### src/include/cca_map.svh
// constants of the rail a charge counter readout: register indices,
// field positions, reset values and the few timing figures.
// assumes a host on avalon-mm with byte addresses, index times four.
//
// Contract
// RULE_01: rail a mode in bits 1:0, read-only
// RULE_02: firmware calibrates with converter held in one mode
// RULE_03: firmware recomputes charge per pulse on mode change
// RULE_04: mode register frozen while it is addressed
// RULE_05: sixteen-bit count as high and low bytes
// RULE_06: count advances once per prescaled pulse group
// RULE_07: counter frozen while a byte is addressed
// RULE_08: firmware addresses counter only while reading it
// RULE_09: high byte read copies low byte to shadow
// RULE_10: low byte read returns the shadow copy
// RULE_11: writes to read-only registers change nothing
// RULE_12: counting resumes after access; frozen pulses dropped
`ifndef CCA_MAP_SVH
`define CCA_MAP_SVH

// register indices; byte address is four times the index
`define CCA_IDX_CTRL      6'h10
`define CCA_IDX_MODE      6'h11
`define CCA_IDX_CNT_HI    6'h13
`define CCA_IDX_CNT_LO    6'h14

// field positions
`define RAIL_A_CONVERTER_MODE_MSB      1
`define RAIL_A_CONVERTER_MODE_LSB      0
`define CCA_PS_MSB        1
`define CCA_PS_LSB        0

// reset values
`define CCA_RST_COUNT     16'h0000
`define CCA_RST_SHADOW    8'h00
`define CCA_RST_MODE      2'h0
`define CCA_RST_PS        2'h0

// widths
`define CCA_ADDR_W        8
`define CCA_DATA_W        32
`define CCA_PS_CNT_W      3

// timing: wait states before the bus answer, synchroniser depth
`define CCA_WAIT_STATES   1
`define CCA_SYNC_STAGES   2

`endif

### src/include/cca_pkg.sv
// types shared by the rail a charge counter readout files.
// assumes cca_map.svh is on the include path.
`include "cca_map.svh"

package cca_pkg;

    // converter mode of rail a, codes 0..3 in declaration order
    typedef enum logic [1:0] {
        RAIL_A_CONVERTER_MODE_BUCK,
        RAIL_A_CONVERTER_MODE_AUTO,
        RAIL_A_CONVERTER_MODE_BOOST,
        RAIL_A_CONVERTER_MODE_LDO
    } rail_a_converter_mode_e;

    // avalon slave handshake state
    typedef enum logic {
        CCA_BUS_IDLE,
        CCA_BUS_ACK
    } cca_bus_e;

    // avalon-mm request from the host
    typedef struct packed {
        logic [`CCA_ADDR_W-1:0]   address;
        logic                     read;
        logic                     write;
        logic [`CCA_DATA_W-1:0]   writedata;
        logic [3:0]               byteenable;
    } cca_avreq_s;

endpackage

### src/rtl/cca_sync2.sv
// two flip-flop synchroniser for levels arriving from pins.
// assumes the input is quasi-static against ref_clk or a slow pulse.
`timescale 1ns/1ps

module cca_sync2 #(
    parameter int W = 1
) (
    input  wire logic         ref_clk,
    input  wire logic         rst,
    input  wire logic [W-1:0] d,
    output logic      [W-1:0] q
);
    logic [W-1:0] meta_q;   // first stage, read only by the second
    logic [W-1:0] meta_d;
    logic [W-1:0] q_d;

    // next values: plain shift
    always_comb
    begin
        meta_d = d;
        q_d    = meta_q;
    end

    // registers only
    always_ff @(posedge ref_clk or posedge rst)
    begin
        if (rst)
        begin
            meta_q <= '0;
            q      <= '0;
        end
        else
        begin
            meta_q <= meta_d;
            q      <= q_d;
        end
    end
endmodule // cca_sync2

### src/rtl/cca_prescale.sv
// pulse prescaler: one done pulse per group of 2**sel input pulses.
// assumes pulse is a one-cycle strobe on ref_clk.
`timescale 1ns/1ps
`include "cca_map.svh"

module cca_prescale (
    input  wire logic       ref_clk,
    input  wire logic       rst,
    input  wire logic       pulse,
    input  wire logic       run,
    input  wire logic [1:0] sel,
    output logic            done
);
    logic [`CCA_PS_CNT_W-1:0] cnt_q;    // pulses seen in this group
    logic [`CCA_PS_CNT_W-1:0] cnt_d;
    logic [`CCA_PS_CNT_W-1:0] last;     // group size minus one
    logic                     done_d;

    // group bookkeeping; pulses while stopped are simply dropped
    always_comb
    begin
        last   = `CCA_PS_CNT_W'((1 << sel) - 1);
        cnt_d  = cnt_q;
        done_d = 1'b0;
        if (pulse && run)
        begin
            if (cnt_q >= last)
            begin
                cnt_d  = '0;
                done_d = 1'b1;
            end
            else
            begin
                cnt_d = cnt_q + `CCA_PS_CNT_W'(1);
            end
        end
    end

    // registers only
    always_ff @(posedge ref_clk or posedge rst)
    begin
        if (rst)
        begin
            cnt_q <= '0;
            done  <= 1'b0;
        end
        else
        begin
            cnt_q <= cnt_d;
            done  <= done_d;
        end
    end
endmodule // cca_prescale

### src/rtl/cca_charge_readout.sv
// rail a charge counter readout: mode status, sixteen-bit pulse count
// with a coherent high/low byte pair, and an avalon-mm slave.
// assumes conv_pulse and conv_mode come from the converter, unsynced,
// and that the host is an avalon-mm master on ref_clk (40 mhz).
`timescale 1ns/1ps
`include "cca_map.svh"

module cca_charge_readout (
    input  wire logic                   ref_clk,
    input  wire logic                   rst,
    // avalon-mm request bundle from the host
    input  wire cca_pkg::cca_avreq_s    av_req,
    // avalon-mm answer, both registered
    output logic [`CCA_DATA_W-1:0]      av_readdata,
    output logic                        av_waitrequest,
    // converter pulse strobe from rail a, asynchronous
    input  wire logic                   conv_pulse,
    // converter mode of rail a, asynchronous level
    input  wire logic [1:0]             conv_mode
);
    import cca_pkg::*;

    // register index from a byte address; decode is shared by the
    // freeze logic and the read mux so both agree on what is hit
    function automatic logic [5:0] reg_index(
        input logic [`CCA_ADDR_W-1:0] a
    );
        return a[`CCA_ADDR_W-1:2];
    endfunction

    // ------------------------------------------------------------
    // pin synchronisers
    // ------------------------------------------------------------
    logic       pulse_sync;     // synchronised pulse level
    logic [1:0] mode_sync;      // synchronised mode code
    logic       pulse_prev_q;   // last pulse level, for edge detect
    logic       pulse_prev_d;
    logic       pulse_rise;     // one-cycle strobe per converter pulse

    // pulse level from the pin
    cca_sync2 #(
        .W (1)
    ) u_sync_pulse (
        .ref_clk (ref_clk),
        .rst     (rst),
        .d       (conv_pulse),
        .q       (pulse_sync)
    );

    // mode code from the pin; a code may pass through a mixed
    // value for one cycle while its bits change, so the register
    // below only takes a code seen on two edges running
    cca_sync2 #(
        .W (2)
    ) u_sync_mode (
        .ref_clk (ref_clk),
        .rst     (rst),
        .d       (conv_mode),
        .q       (mode_sync)
    );

    // edge detect on the second stage only
    always_comb
    begin
        pulse_prev_d = pulse_sync;
        pulse_rise   = pulse_sync & ~pulse_prev_q;
    end

    always_ff @(posedge ref_clk or posedge rst)
    begin
        if (rst)
        begin
            pulse_prev_q <= 1'b0;
        end
        else
        begin
            pulse_prev_q <= pulse_prev_d;
        end
    end

    // ------------------------------------------------------------
    // address decode of the live request
    // ------------------------------------------------------------
    logic       req_live;       // read or write held by the master
    logic [5:0] req_idx;        // register index of that request
    logic       hold_mode;      // mode register is being addressed
    logic       hold_count;     // a counter byte is being addressed

    // freezes follow the address for as long as the request stands,
    // not just the answer cycle, so the capture stays stable
    always_comb
    begin
        req_live = av_req.read | av_req.write;
        req_idx  = reg_index(av_req.address);
        // RULE_04 mode freeze decode
        hold_mode = req_live && (req_idx == `CCA_IDX_MODE);
        // RULE_07 counter freeze decode
        hold_count = req_live && ((req_idx == `CCA_IDX_CNT_HI) ||
                                  (req_idx == `CCA_IDX_CNT_LO));
    end

    // ------------------------------------------------------------
    // mode status register
    // ------------------------------------------------------------
    rail_a_converter_mode_e  mode_q;         // captured converter mode
    rail_a_converter_mode_e  mode_d;
    logic [1:0] mode_prev_q;    // code seen on the previous edge
    logic [1:0] mode_prev_d;
    logic       mode_steady;    // same code on two edges running

    // tracks the pin unless the host is looking at it; a code is
    // only taken once steady, so a freeze never keeps a mixed one
    always_comb
    begin
        mode_prev_d = mode_sync;
        mode_steady = (mode_sync == mode_prev_q);
        // RULE_04 hold while addressed
        if (hold_mode || !mode_steady)
        begin
            mode_d = mode_q;
        end
        // RULE_01 sample the mode code
        else
        begin
            mode_d = rail_a_converter_mode_e'(mode_sync);
        end
    end

    always_ff @(posedge ref_clk or posedge rst)
    begin
        if (rst)
        begin
            mode_q      <= rail_a_converter_mode_e'(`CCA_RST_MODE);
            mode_prev_q <= `CCA_RST_MODE;
        end
        else
        begin
            mode_q      <= mode_d;
            mode_prev_q <= mode_prev_d;
        end
    end

    // ------------------------------------------------------------
    // prescaler and sixteen-bit counter
    // ------------------------------------------------------------
    logic [1:0]  ps_sel_q;      // prescale select, host writable
    logic        grp_done;      // one full pulse group seen
    logic [15:0] count_q;       // live pulse-group count
    logic [15:0] count_d;

    // the prescaler is stopped too while frozen, so a partial group
    // does not complete behind the host's back; pulses are lost
    // rather than buffered, trading a few counts for no extra state
    // RULE_06 prescaled pulse groups
    cca_prescale u_prescale (
        .ref_clk (ref_clk),
        .rst     (rst),
        .pulse   (pulse_rise),
        .run     (~hold_count),
        .sel     (ps_sel_q),
        .done    (grp_done)
    );

    // count advance; wraps at the top without a flag
    always_comb
    begin
        count_d = count_q;
        // RULE_07 no update while frozen
        if (hold_count)
        begin
            count_d = count_q;
        end
        // RULE_06 one step per group
        else if (grp_done)
        begin
            count_d = count_q + 16'h0001;
        end
        // RULE_12 resumes once access ends
    end

    always_ff @(posedge ref_clk or posedge rst)
    begin
        if (rst)
        begin
            count_q <= `CCA_RST_COUNT;
        end
        else
        begin
            count_q <= count_d;
        end
    end

    // ------------------------------------------------------------
    // avalon-mm slave: one wait state, then a one-cycle answer
    // ------------------------------------------------------------
    cca_bus_e              bus_q;       // handshake state
    cca_bus_e              bus_d;
    logic [`CCA_DATA_W-1:0] rdata_q;    // registered read data
    logic [`CCA_DATA_W-1:0] rdata_d;
    logic                  wait_q;      // registered waitrequest
    logic                  wait_d;
    logic [7:0]            shadow_q;    // low byte caught by a high read
    logic [7:0]            shadow_d;
    logic [1:0]            ps_sel_d;

    // a request is taken in idle; side effects (shadow capture,
    // control write) happen only there, so a request still held after
    // its answer repeats them at the next answer, two cycles later
    always_comb
    begin
        bus_d    = bus_q;
        rdata_d  = rdata_q;
        wait_d   = wait_q;
        shadow_d = shadow_q;
        ps_sel_d = ps_sel_q;
        unique case (bus_q)
            CCA_BUS_IDLE:
            begin
                // answer one cycle after the request is seen
                if (req_live)
                begin
                    bus_d  = CCA_BUS_ACK;
                    wait_d = 1'b0;
                    // read has priority should both ever appear
                    if (av_req.read)
                    begin
                        unique case (req_idx)
                            `CCA_IDX_CTRL:
                            begin
                                rdata_d = {30'h0, ps_sel_q};
                            end
                            // RULE_01 mode in low bits
                            `CCA_IDX_MODE:
                            begin
                                rdata_d = {30'h0, mode_q};
                            end
                            // RULE_05 upper byte readout
                            `CCA_IDX_CNT_HI:
                            begin
                                rdata_d = {24'h0, count_q[15:8]};
                                // RULE_09 shadow the low byte
                                shadow_d = count_q[7:0];
                            end
                            // RULE_10 low byte from shadow
                            `CCA_IDX_CNT_LO:
                            begin
                                rdata_d = {24'h0, shadow_q};
                            end
                            // unmapped reads return zero
                            default:
                            begin
                                rdata_d = '0;
                            end
                        endcase
                    end
                    // only the control byte takes write data
                    else if ((req_idx == `CCA_IDX_CTRL) &&
                             av_req.byteenable[0])
                    begin
                        ps_sel_d = av_req.writedata[`CCA_PS_MSB:
                                                    `CCA_PS_LSB];
                    end
                    // RULE_11 other writes are dropped
                    else
                    begin
                        ps_sel_d = ps_sel_q;
                    end
                end
            end
            CCA_BUS_ACK:
            begin
                // master samples the answer at this edge and releases
                bus_d  = CCA_BUS_IDLE;
                wait_d = 1'b1;
            end
        endcase
    end

    // registers only; waitrequest idles high, which avalon allows
    always_ff @(posedge ref_clk or posedge rst)
    begin
        if (rst)
        begin
            bus_q    <= CCA_BUS_IDLE;
            rdata_q  <= '0;
            wait_q   <= 1'b1;
            shadow_q <= `CCA_RST_SHADOW;
            ps_sel_q <= `CCA_RST_PS;
        end
        else
        begin
            bus_q    <= bus_d;
            rdata_q  <= rdata_d;
            wait_q   <= wait_d;
            shadow_q <= shadow_d;
            ps_sel_q <= ps_sel_d;
        end
    end

    // outputs straight from flops
    assign av_readdata    = rdata_q;
    assign av_waitrequest = wait_q;

endmodule // cca_charge_readout

### config.mk
export PLATFORM = sky130hd
export DESIGN_NAME = cca_charge_readout
export DESIGN_NICKNAME = d
export VERILOG_FILES = /design/src/include/cca_pkg.sv /design/src/rtl/cca_sync2.sv /design/src/rtl/cca_prescale.sv /design/src/rtl/cca_charge_readout.sv
export VERILOG_INCLUDE_DIRS = /design/src /design/src/include
export SDC_FILE = /design/constraint.sdc
export NUM_CORES = 1
export LEC_CHECK = 0
export BUFFER_PORTS_ARGS = -buffer_cell sky130_fd_sc_hd__buf_2
export CAP_MARGIN = 40
export CORE_MARGIN = 1
export CORE_UTILIZATION = 54
export DETAILED_ROUTE_END_ITERATION = 8
export PLACE_DENSITY = 0.85
export RECOVER_POWER = 50
export SKIP_LAST_GASP = 1
export SYNTH_ARGS = -nofsm -noshare
export SYNTH_HDL_FRONTEND = slang
export SYNTH_SLANG_ARGS = --single-unit
### constraint.sdc
create_clock -name ref_clk -period 5.18 [get_ports ref_clk]
set_input_delay 1.036 -clock ref_clk [delete_from_list [all_inputs] [get_ports ref_clk]]
set_output_delay 1.036 -clock ref_clk [all_outputs]
set_load 0.01 [all_outputs]
**Yosys cells after proc, flatten, opt, wreduce, memory -nomap -nowiden**

Index checks and enable logic that the tools add are counted.

- Bits in registers: 75
- Memories kept: 0
- Bits in latches: 0
- Input bits: 51
- RAM bits: 0
- Memory bits (read-only): 0

- Divide/modulo/power cells: 0
- $add $sub $neg: 3
- Shift operators: 1
- Bitwise logic cells: 6
- Multiply operators: 0
- Mux-type cells: 8
- Reduce and logical (&&, ||, !) cells: 11
- Order comparisons: 1
- Eq/ne operators: 6

Operators by type and width:

| kind | number |
|---|---|
| $pmux W8 S4 | 1 |
| $eq A6 B5 Y1 const B | 4 |
| $add A16 B1 Y16 const B | 1 |
| $reduce_and A4 Y1 | 2 |
| $logic_and A1 B1 Y1 | 4 |
| $mux W1 | 4 |
| $not A1 Y1 | 4 |
| $pmux W1 S2 | 2 |
| $add A3 B1 Y3 const B | 1 |
| $ge A3 B3 Y1 | 1 |
| $mux W3 | 1 |
| $reduce_and A3 Y1 | 1 |
| $shl A1 B2 Y3 const A | 1 |
| $sub A3 B2 Y3 const B | 1 |
| $eq A2 B2 Y1 | 1 |
| $logic_or A1 B1 Y1 | 2 |
| $ne A2 B2 Y1 const B | 1 |
| $reduce_and A2 Y1 | 1 |
| $and A1 B1 Y1 | 1 |
| $logic_not A1 Y1 | 1 |
| $or A1 B1 Y1 | 1 |

**Depth between registers and ports, before layout**

Gate-level depths: netlist of run 1.

- Depth after elaboration: 6
- Mapped depth: 6

**Hierarchy**

A second synthesis of run 1 with hierarchy kept.

- Cells, all modules: 229
- Area, all modules: 2571.2 µm²

By module, submodules not included:

| module | instances | cells an instance | sequential area each (µm²) | area each (µm²) |
|---|---|---|---|---|
| cca_charge_readout | 1 | 191 | 1027.2 | 2143.3 |
| cca_prescale | 1 | 30 | 100.1 | 270.3 |
| cca_sync2 at u_sync_mode | 1 | 5 | 100.1 | 103.8 |
| cca_sync2 at u_sync_pulse | 1 | 3 | 50.0 | 53.8 |

**Worst setup path before layout of run 1**

Ideal clock, no wire load.

- Kind: input to register
- Start point: input port av_req[41] (netlist name)
- End point: register count_q[1]
- Data arrival time: 2.405 ns
- Buffers on the path: 2
- Path slack: 2.650 ns
- Data required time: 5.055 ns
- Stages on the path: 6
- Library setup time: 0.125 ns
- Path through: buf_2 > or3b_1 > a211o_1 > buf_6 > nand2_1 > mux2_2

- Longest elaborated chain between the ends: 5
- Elaborated cells between the ends (all ways): 6
- Those cells by class: 2 x eq/ne; 1 x bitwise; 3 x reduce/logical

RTL lines:

| element | line | RTL |
|---|---|---|
| start: declaration | cca_charge_readout.sv:12 | `input wire cca_pkg::cca_avreq_s av_req,` |
| $eq A6 B5 Y1 | n/a |  |
| $logic_or A1 B1 Y1 (*) | cca_charge_readout.sv:98 | `` hold_count = req_live && ((req_idx == `CCA_IDX_CNT_HI) \|\| `` |
| $logic_and A1 B1 Y1 (*) | cca_charge_readout.sv:98 |  |
| $not A1 Y1 (no line) (*) | n/a |  |
| $reduce_and A2 Y1 (no line) (*) | n/a |  |
| end signal: assignment | cca_charge_readout.sv:185 | `` count_q <= `CCA_RST_COUNT; `` |
| end signal: assignment | cca_charge_readout.sv:189 | `count_q <= count_d;` |
| end: declaration | cca_charge_readout.sv:148 | `logic [15:0] count_q;` |

Every way passes the cells marked *; elsewhere a longest branch is shown, timed or not.
A chain may end at the register's enable or synchronous reset.

==> results of run 1 <==
[worst max-delay path, delay by kind of cell]
family	cells	cell delay (ns)
buffers and inverters	3	1.92
[flip-flops by register name, summed over array words and instances (netlist names)]
name                 flops
mode_prev_q              2
u_sync_mode.meta_q       2
mode_q                   2
shadow_q                 8
count_q                 16
bus_q                    1
av_waitrequest           1
av_readdata              8
u_prescale.done          1
u_prescale.cnt_q         3
pulse_prev_q             1
ps_sel_q                 2
u_sync_mode.q            2
u_sync_pulse.q           1
u_sync_pulse.meta_q      1
[power by group]
group	switching [uW]	internal, uW	leakage, uW	total [uW]
Combinational	47.7	44.3	0.000611	92.0
Sequential	38.8	435	0.000668	473
Clock	134	96.7	0.0000408	231
[how the worst min path moves through the flow]
stage                                 endpoint  slack (ns)
detailed placement  u_sync_mode.q[0]$_DFF_PP0_        0.33
global route        u_sync_mode.q[1]$_DFF_PP0_        0.36
floorplan           u_sync_mode.q[0]$_DFF_PP0_        0.33
finish              u_sync_mode.q[1]$_DFF_PP0_        0.35
CTS                 u_sync_mode.q[0]$_DFF_PP0_        0.36
global placement    u_sync_mode.q[0]$_DFF_PP0_        0.33
[through the flow]
step	area [um2]	hold WS, ns	util, %	total power (uW)
final	2629	0.3540	59.96	796.3
after floorplan	2559	0.3312	-	556.8
after global routing	2629	0.3641	59.96	835.9
after CTS	2645	0.3561	60.33	804.8
after global placement	2525	0.3324	57.59	567.5
after detailed placement	2552	0.3347	58.22	575.9
[final cells by class]
| class | count | area (um2) |
|---|---|---|
| tap | 52 | 65.06 |
| fill | 357 | 1755 |
| sequential | 51 | 1277 |
| clock buffer | 5 | 68.82 |
| inverter | 3 | 11.26 |
| timing repair buffer | 26 | 131.4 |
| multi-input combinational | 155 | 1051 |
| clock inverter | 3 | 23.77 |
[metal layers]
metal,vias up,part of all wire (%)
met2,40,49
met5,-,0
met1,784,46
met3,6,3.9
li1,775,-
met4,0,1.6
[cell usage after synthesis, drive strengths merged (3+ instances only)]
| cell | n | area [um2] |
|---|---|---|
| a22oi | 7 | 52.55 |
| and3 | 10 | 62.56 |
| and4 | 4 | 35.03 |
| buf | 27 | 203.9 |
| clkbuf | 4 | 15.01 |
| dfrtp | 50 | 1251 |
| ha | 5 | 62.56 |
| inv | 3 | 11.26 |
| mux2 | 13 | 146.4 |
| nand2 | 19 | 71.32 |
| nand2b | 3 | 18.77 |
| nand3 | 9 | 45.04 |
| nand4 | 5 | 31.28 |
| nor2 | 6 | 22.52 |
| nor2b | 3 | 18.77 |
| or2 | 3 | 18.77 |
| xnor2 | 16 | 140.1 |
[logic make-up after synthesis]
kind of cell               after synthesis  synth area share, %
AOI/OAI and AO/OA                       24                8.047
xor gates and xnor gates                16                5.668
adders and majority gates                5                2.530
and+or+nand+nor                         71                15.89
other                                    1               0.1517
buffers and inverters                   34                9.311
DFF                                     51                51.67
muxes                                   15                6.731
==> impl_results.md, run 1 <==
* Status: finished with violations
* Failing checks: max-capacitance violations, max-slew violations
* Synth async-reset ratio at 100.0%
* Kind of critical path: in -> async
* Max incr delay on CP at ~1.5 ns
* Layout cells sized above 1 at between 20% and 30%
* M1 GR Usage at 22.01%
* CP Launch Type: primary input
* Hold Crit Start: u_sync_mode.meta_q[1]$_DFF_PP0_
* Post-Place Setup Slack at about 2.4 ns
* PwrDens at 302.9 mW/mm2
* Htree depth at 2
* Register area share after synthesis at 51.67%
* Clock Skews at about 0.007 ns
* Core area at roughly 0.0044 mm2
* Leakage power at 0.001320 uW
* Number of core rows at 24
* Met3 track demand over resource at 4.360%
* Worst EP required at about 5.2 ns
* CP max FO at 38
* Initial antenna violation count at 0
* Post-Layout Cell Count at slightly below 300
* Syn Std Cell Area at 0.002472 mm2
* Clk Latency, worst-skew pair at around 0.3 ns
* Reg2Reg Depth at 6
* RSZ-0062 raised after global routing: no
* Avg Inst Size Synth at around 11 um2
* GR Util met2 at about 29%
* F_max at about 340 MHz
* Critical Path End: count_q[4]$_DFFE_PP0P_
* Vias at about 1600
* Syn Inst Count at about 220
* Reg2reg end: u_prescale.cnt_q[0]$_DFFE_PP0P_
* HPWL after DPL at 2.864 mm
* Drt via density at about 5.4
* CP Capture Type: async pin
* CTS Buf Count at 5
* Slowest-stage cell, CP: clkbuf_1
* Reg clk slew, reported paths at 0.09 ns
* TNS Setup at 0 ns
* Chip width at about 70 um
* Final WS setup at between 2 and 2.5 ns
* IO buf count at 24
* Busiest grt layer: met2
* Reg2reg setup slack at 3.20 ns
* Nets at between 200 and 300
* Most common cell after layout, fill and taps aside: dfrtp_1
* Placed insts at roughly 290
* Syn. warnings at 0
* Gr ovfl total at 0
* Area Overhead vs Synth at 6.326%
* Most frequent cells in the layout: 50 x dfrtp_1, 24 x conb_1, 24 x buf_2
* Crit path launch: rst
* Hold Buf Count CTS at 0
* CTS sink count at slightly above 50
* Max-slew violation count at 39
* Die Area at 0.004853 mm2
* Gpl congestion at 0.7821
* Unique masters post-synth at 44
* WL/cell at between 10 and 15 um
* Antenna cells at 0
* Ports at 84
* Ys flop type: dfrtp_1
* Post-CTS sizing at 0
* Worst Hold Depth at 0
* Worst reg2reg path startpoint: ps_sel_q[1]$_DFFE_PP0P_
* Max Cap Viol at 1
* VDD IR max at around 0.16 mV
* Worst rel slew slack at -29.61%
* Crit path cell chain: buf_2, inv_1, clkbuf_1
* Clk buf depth at 2
* FF+latch count, synth at 51
* Starting DRC count in detailed routing at 114
* Final Setup Violations at 0
* Hold Vio Cnt, Final at 0
* Fin crit period at ~3 ns
* Postcts setup bufs at 0
* Hold Path Class: reg -> reg
* Largest net degree at the start of global routing at 39
* GRT Total Usage at 17.55%
* Remaining DRCs at 0
* First-pass GRT wire length at just under 7 mm
* Final period util at around 57%
* Antenna viol nets, final at 0
* Number of global-route vias before repair at around 1600
* Drt first pass iters at 4
* Total Wirelength at around 3.8 mm
* DIE HEIGHT at 69.67 um
* CTS tree: yes
* Initial core utilization at 56.39%
* Root Driver: clkbuf_8
* Slew @ Worst Pin at 1.944 ns
* Number of flops mapped to enable cells by yosys at 0
* Arrival time worst endpoint at slightly below 3 ns
(Power assumes the default switching activity.)
==> inputs of run 2 (changes only) <==
Settings changed: CORE_UTILIZATION 54 to 50, PLACE_DENSITY 0.85 to 0.8.
Clock period 5.18 ns to 2.7 ns, I/O delays scaled along.
==> run 2 against run 1 <==
Effect of this change: the flow now finishes without violations; first-iteration DRC count down 11%; critical path depth up 3; combinational power up 92%; clock power up 140%; worst hold slack worse by 0.021 ns; cell area up 2.5%; setup slack worse by 1.5 ns; die area up 7.8%; global-route usage down 0.38 points.
==> impl_results.md, run 2 (synthesized netlist as in run 1, its figures left out) <==
* Ports at 84 (unchanged)
* CTS sink count at 51 (unchanged)
* Layout cells sized above 1 at 22.36% (+0.55 points)
* Slew @ Worst Pin at 1.152 ns (-0.7925 ns)
* Hold path endpoint: u_sync_mode.meta_q[1]$_DFF_PP0_
* Initial core utilization at 52.00% (-4.4 points)
* Antenna cells at 0 (unchanged)
* CP dominant cell by count: or2_2
* Multi-input gate area at 0.001051 mm2 (unchanged)
* Nets at 301 (+1.0%)
* Remaining DRCs at 0 (unchanged)
* Total Wirelength at 3.932 mm (+3.6%)
* Drt via density at 5.026 (-7.6%)
* Max incr delay on CP at 0.43 ns (-1.02 ns)
* Slowest-stage cell, CP: dfrtp_1
* Drt first pass iters at 4 (unchanged)
* F_max at between 500 and 600 MHz
* Kind of critical path: reg -> reg
* Hold Path Class: in -> reg
* Max-slew violation count at 0 (-100%)
* VDD IR max at 0.2332 mV (+44%)
* CP max FO at 5 (-87%)
* FF+latch area at 0.001277 mm2 (unchanged)
* Final WS setup at 0.7424 ns (-1.506 ns)
* Initial antenna violation count at 0 (unchanged)
* Chip width at 72.32 um (+3.8%)
* Reg2reg end: u_prescale.cnt_q[2]$_DFFE_PP0P_
* TNS Setup at 0 ns (unchanged)
* Die Area at 0.005230 mm2 (+7.8%)
* Most common cell after layout, fill and taps aside: dfrtp_1
* Worst reg2reg path startpoint: ps_sel_q[1]$_DFFE_PP0P_
* Worst EP required at 2.90 ns (-2.32 ns)
* Number of core rows at 25 (+4.2%)
* Reg2reg setup slack at 0.74 ns (-2.46 ns)
* Clk buf depth at 2 (unchanged)
* Htree depth at 2 (unchanged)
* Area Overhead vs Synth at 9.008%
* Worst Hold Depth at 1 (+1)
* Fillers at 417 (+17%)
* Largest net degree at the start of global routing at 33 (-15%)
* HPWL after DPL at 2.942 mm (+2.7%)
* CTS tree: yes
* Antenna viol nets, final at 0 (unchanged)
* First-pass GRT wire length at 6.872 mm (+1.6%)
* Clk Latency, worst-skew pair at 0.30 ns (about the same)
* Status: completed
* Arrival time worst endpoint at 2.15 ns (-0.82 ns)
* Most frequent cells in the layout: 50 x dfrtp_1, 24 x conb_1, 24 x buf_2
* Core area at 0.004755 mm2 (+8.4%)
* DIE HEIGHT at 72.32 um (+3.8%)
* Post-Place Setup Slack at 0.5194 ns (-1.847 ns)
* CP Launch Type: flop
* Final Setup Violations at 0 (unchanged)
* Reg clk slew, reported paths at 0.09 ns (about the same)
* Clock Skews at 0.008068 ns (+0.001043 ns)
* Root Driver: clkbuf_8
* Worst rel slew slack at 23.14% (+53 points)
* Reg2Reg Depth at 6 (unchanged)
* CTS Buf Count at 5 (unchanged)
* Gpl congestion at 0.7963 (+1.8%)
* Crit path cell chain: or2_2, ha_1, nand2b_1, a211oi_1, or2_2, a221o_1
* Leakage power at 0.001352 uW (+2.4%)
* Hold Vio Cnt, Final at 0 (unchanged)
* Sum of buffers and inverters on the critical path at 0 (-3)
* Max reg flops at 16 (unchanged)
* RSZ-0062 raised after global routing: no
* Hold Buf Count CTS at 0 (unchanged)
* Fin crit period at 1.958 ns
* Post-CTS sizing at 0 (unchanged)
* GRT Total Usage at 17.17% (-0.38 points)
* Max Cap Viol at 0 (-1)
* Gr ovfl total at 0 (unchanged)
* PwrDens at 609.0 mW/mm2 (+100%)
* Largest delay share family, worst path: simple AND/OR/NAND/NOR gates
* IO buf count at 24 (unchanged)
* Starting DRC count in detailed routing at 102 (-11%)
* Top reg by flops: count_q
* Hold Crit Start: conv_mode[1]
* WL/cell at 12.56 um (-2.4%)
* Postcts setup bufs at 0 (unchanged)
* Number of global-route vias before repair at 1467 (-6.5%)
* Vias at 1573 (-2.0%)
* Final period util at 72.50%
* CP Capture Type: flop
[run 2: worst max path at each step]
stage,from,end,slack [ns],depth (start not counted)
6_report,ps_sel_q[1]$_DFFE_PP0P_,u_prescale.cnt_q[2]$_DFFE_PP0P_,0.74,6
5_1_grt,ps_sel_q[1]$_DFFE_PP0P_,u_prescale.cnt_q[1]$_DFFE_PP0P_,0.60,6
4_1_cts,ps_sel_q[1]$_DFFE_PP0P_,u_prescale.cnt_q[2]$_DFFE_PP0P_,0.74,6
3_5_place_dp,av_req[45],count_q[1]$_DFFE_PP0P_,0.52,5
3_3_place_gp,av_req[45],count_q[1]$_DFFE_PP0P_,0.54,5
2_1_floorplan,av_req[41],count_q[1]$_DFFE_PP0P_,0.67,6
[run 2: layer usage]
layer	track usage [%]	wire [um]
met1	22.39	1839
met2	27.62	1904
met3	4.167	120
met5	0	0
met4	6.754	68
[run 2: area by class of cell]
type / instances / area share (%)
flip-flops and latches: 51 / 47.40
multi-input cells: 155 / 39.00
repair buffers: 29 / 5.571
well taps: 67 / 3.110
clock buffers: 6 / 3.064
clock inverters: 2 / 1.439
inverters: 3 / 0.4178
[run 2: where the power goes]
| group | internal [uW] | total, uW | switching (uW) | leakage [uW] |
|---|---|---|---|---|
| sequential | 834 | 908 | 74.4 | 0.000668 |
| clock | 305 | 556 | 251 | 0.0000618 |
| combinational | 85.9 | 177 | 91.5 | 0.000622 |
| total | 1220 | 1640 | 417 | 0.00135 |
[run 2: per-stage QoR]
step	power, uW	area [um2]	util (%)	hold WS [ns]	std cells
5_1_grt	1727	2695	56.68	0.3161	313
3_3_place_gp	1093	2581	54.29	0.3321	305
3_5_place_dp	1106	2581	54.29	0.3355	305
4_1_cts	1664	2703	56.84	0.3185	313
2_1_floorplan	1068	2559	-	0.3312	240
6_report	1641	2695	56.68	0.3329	313
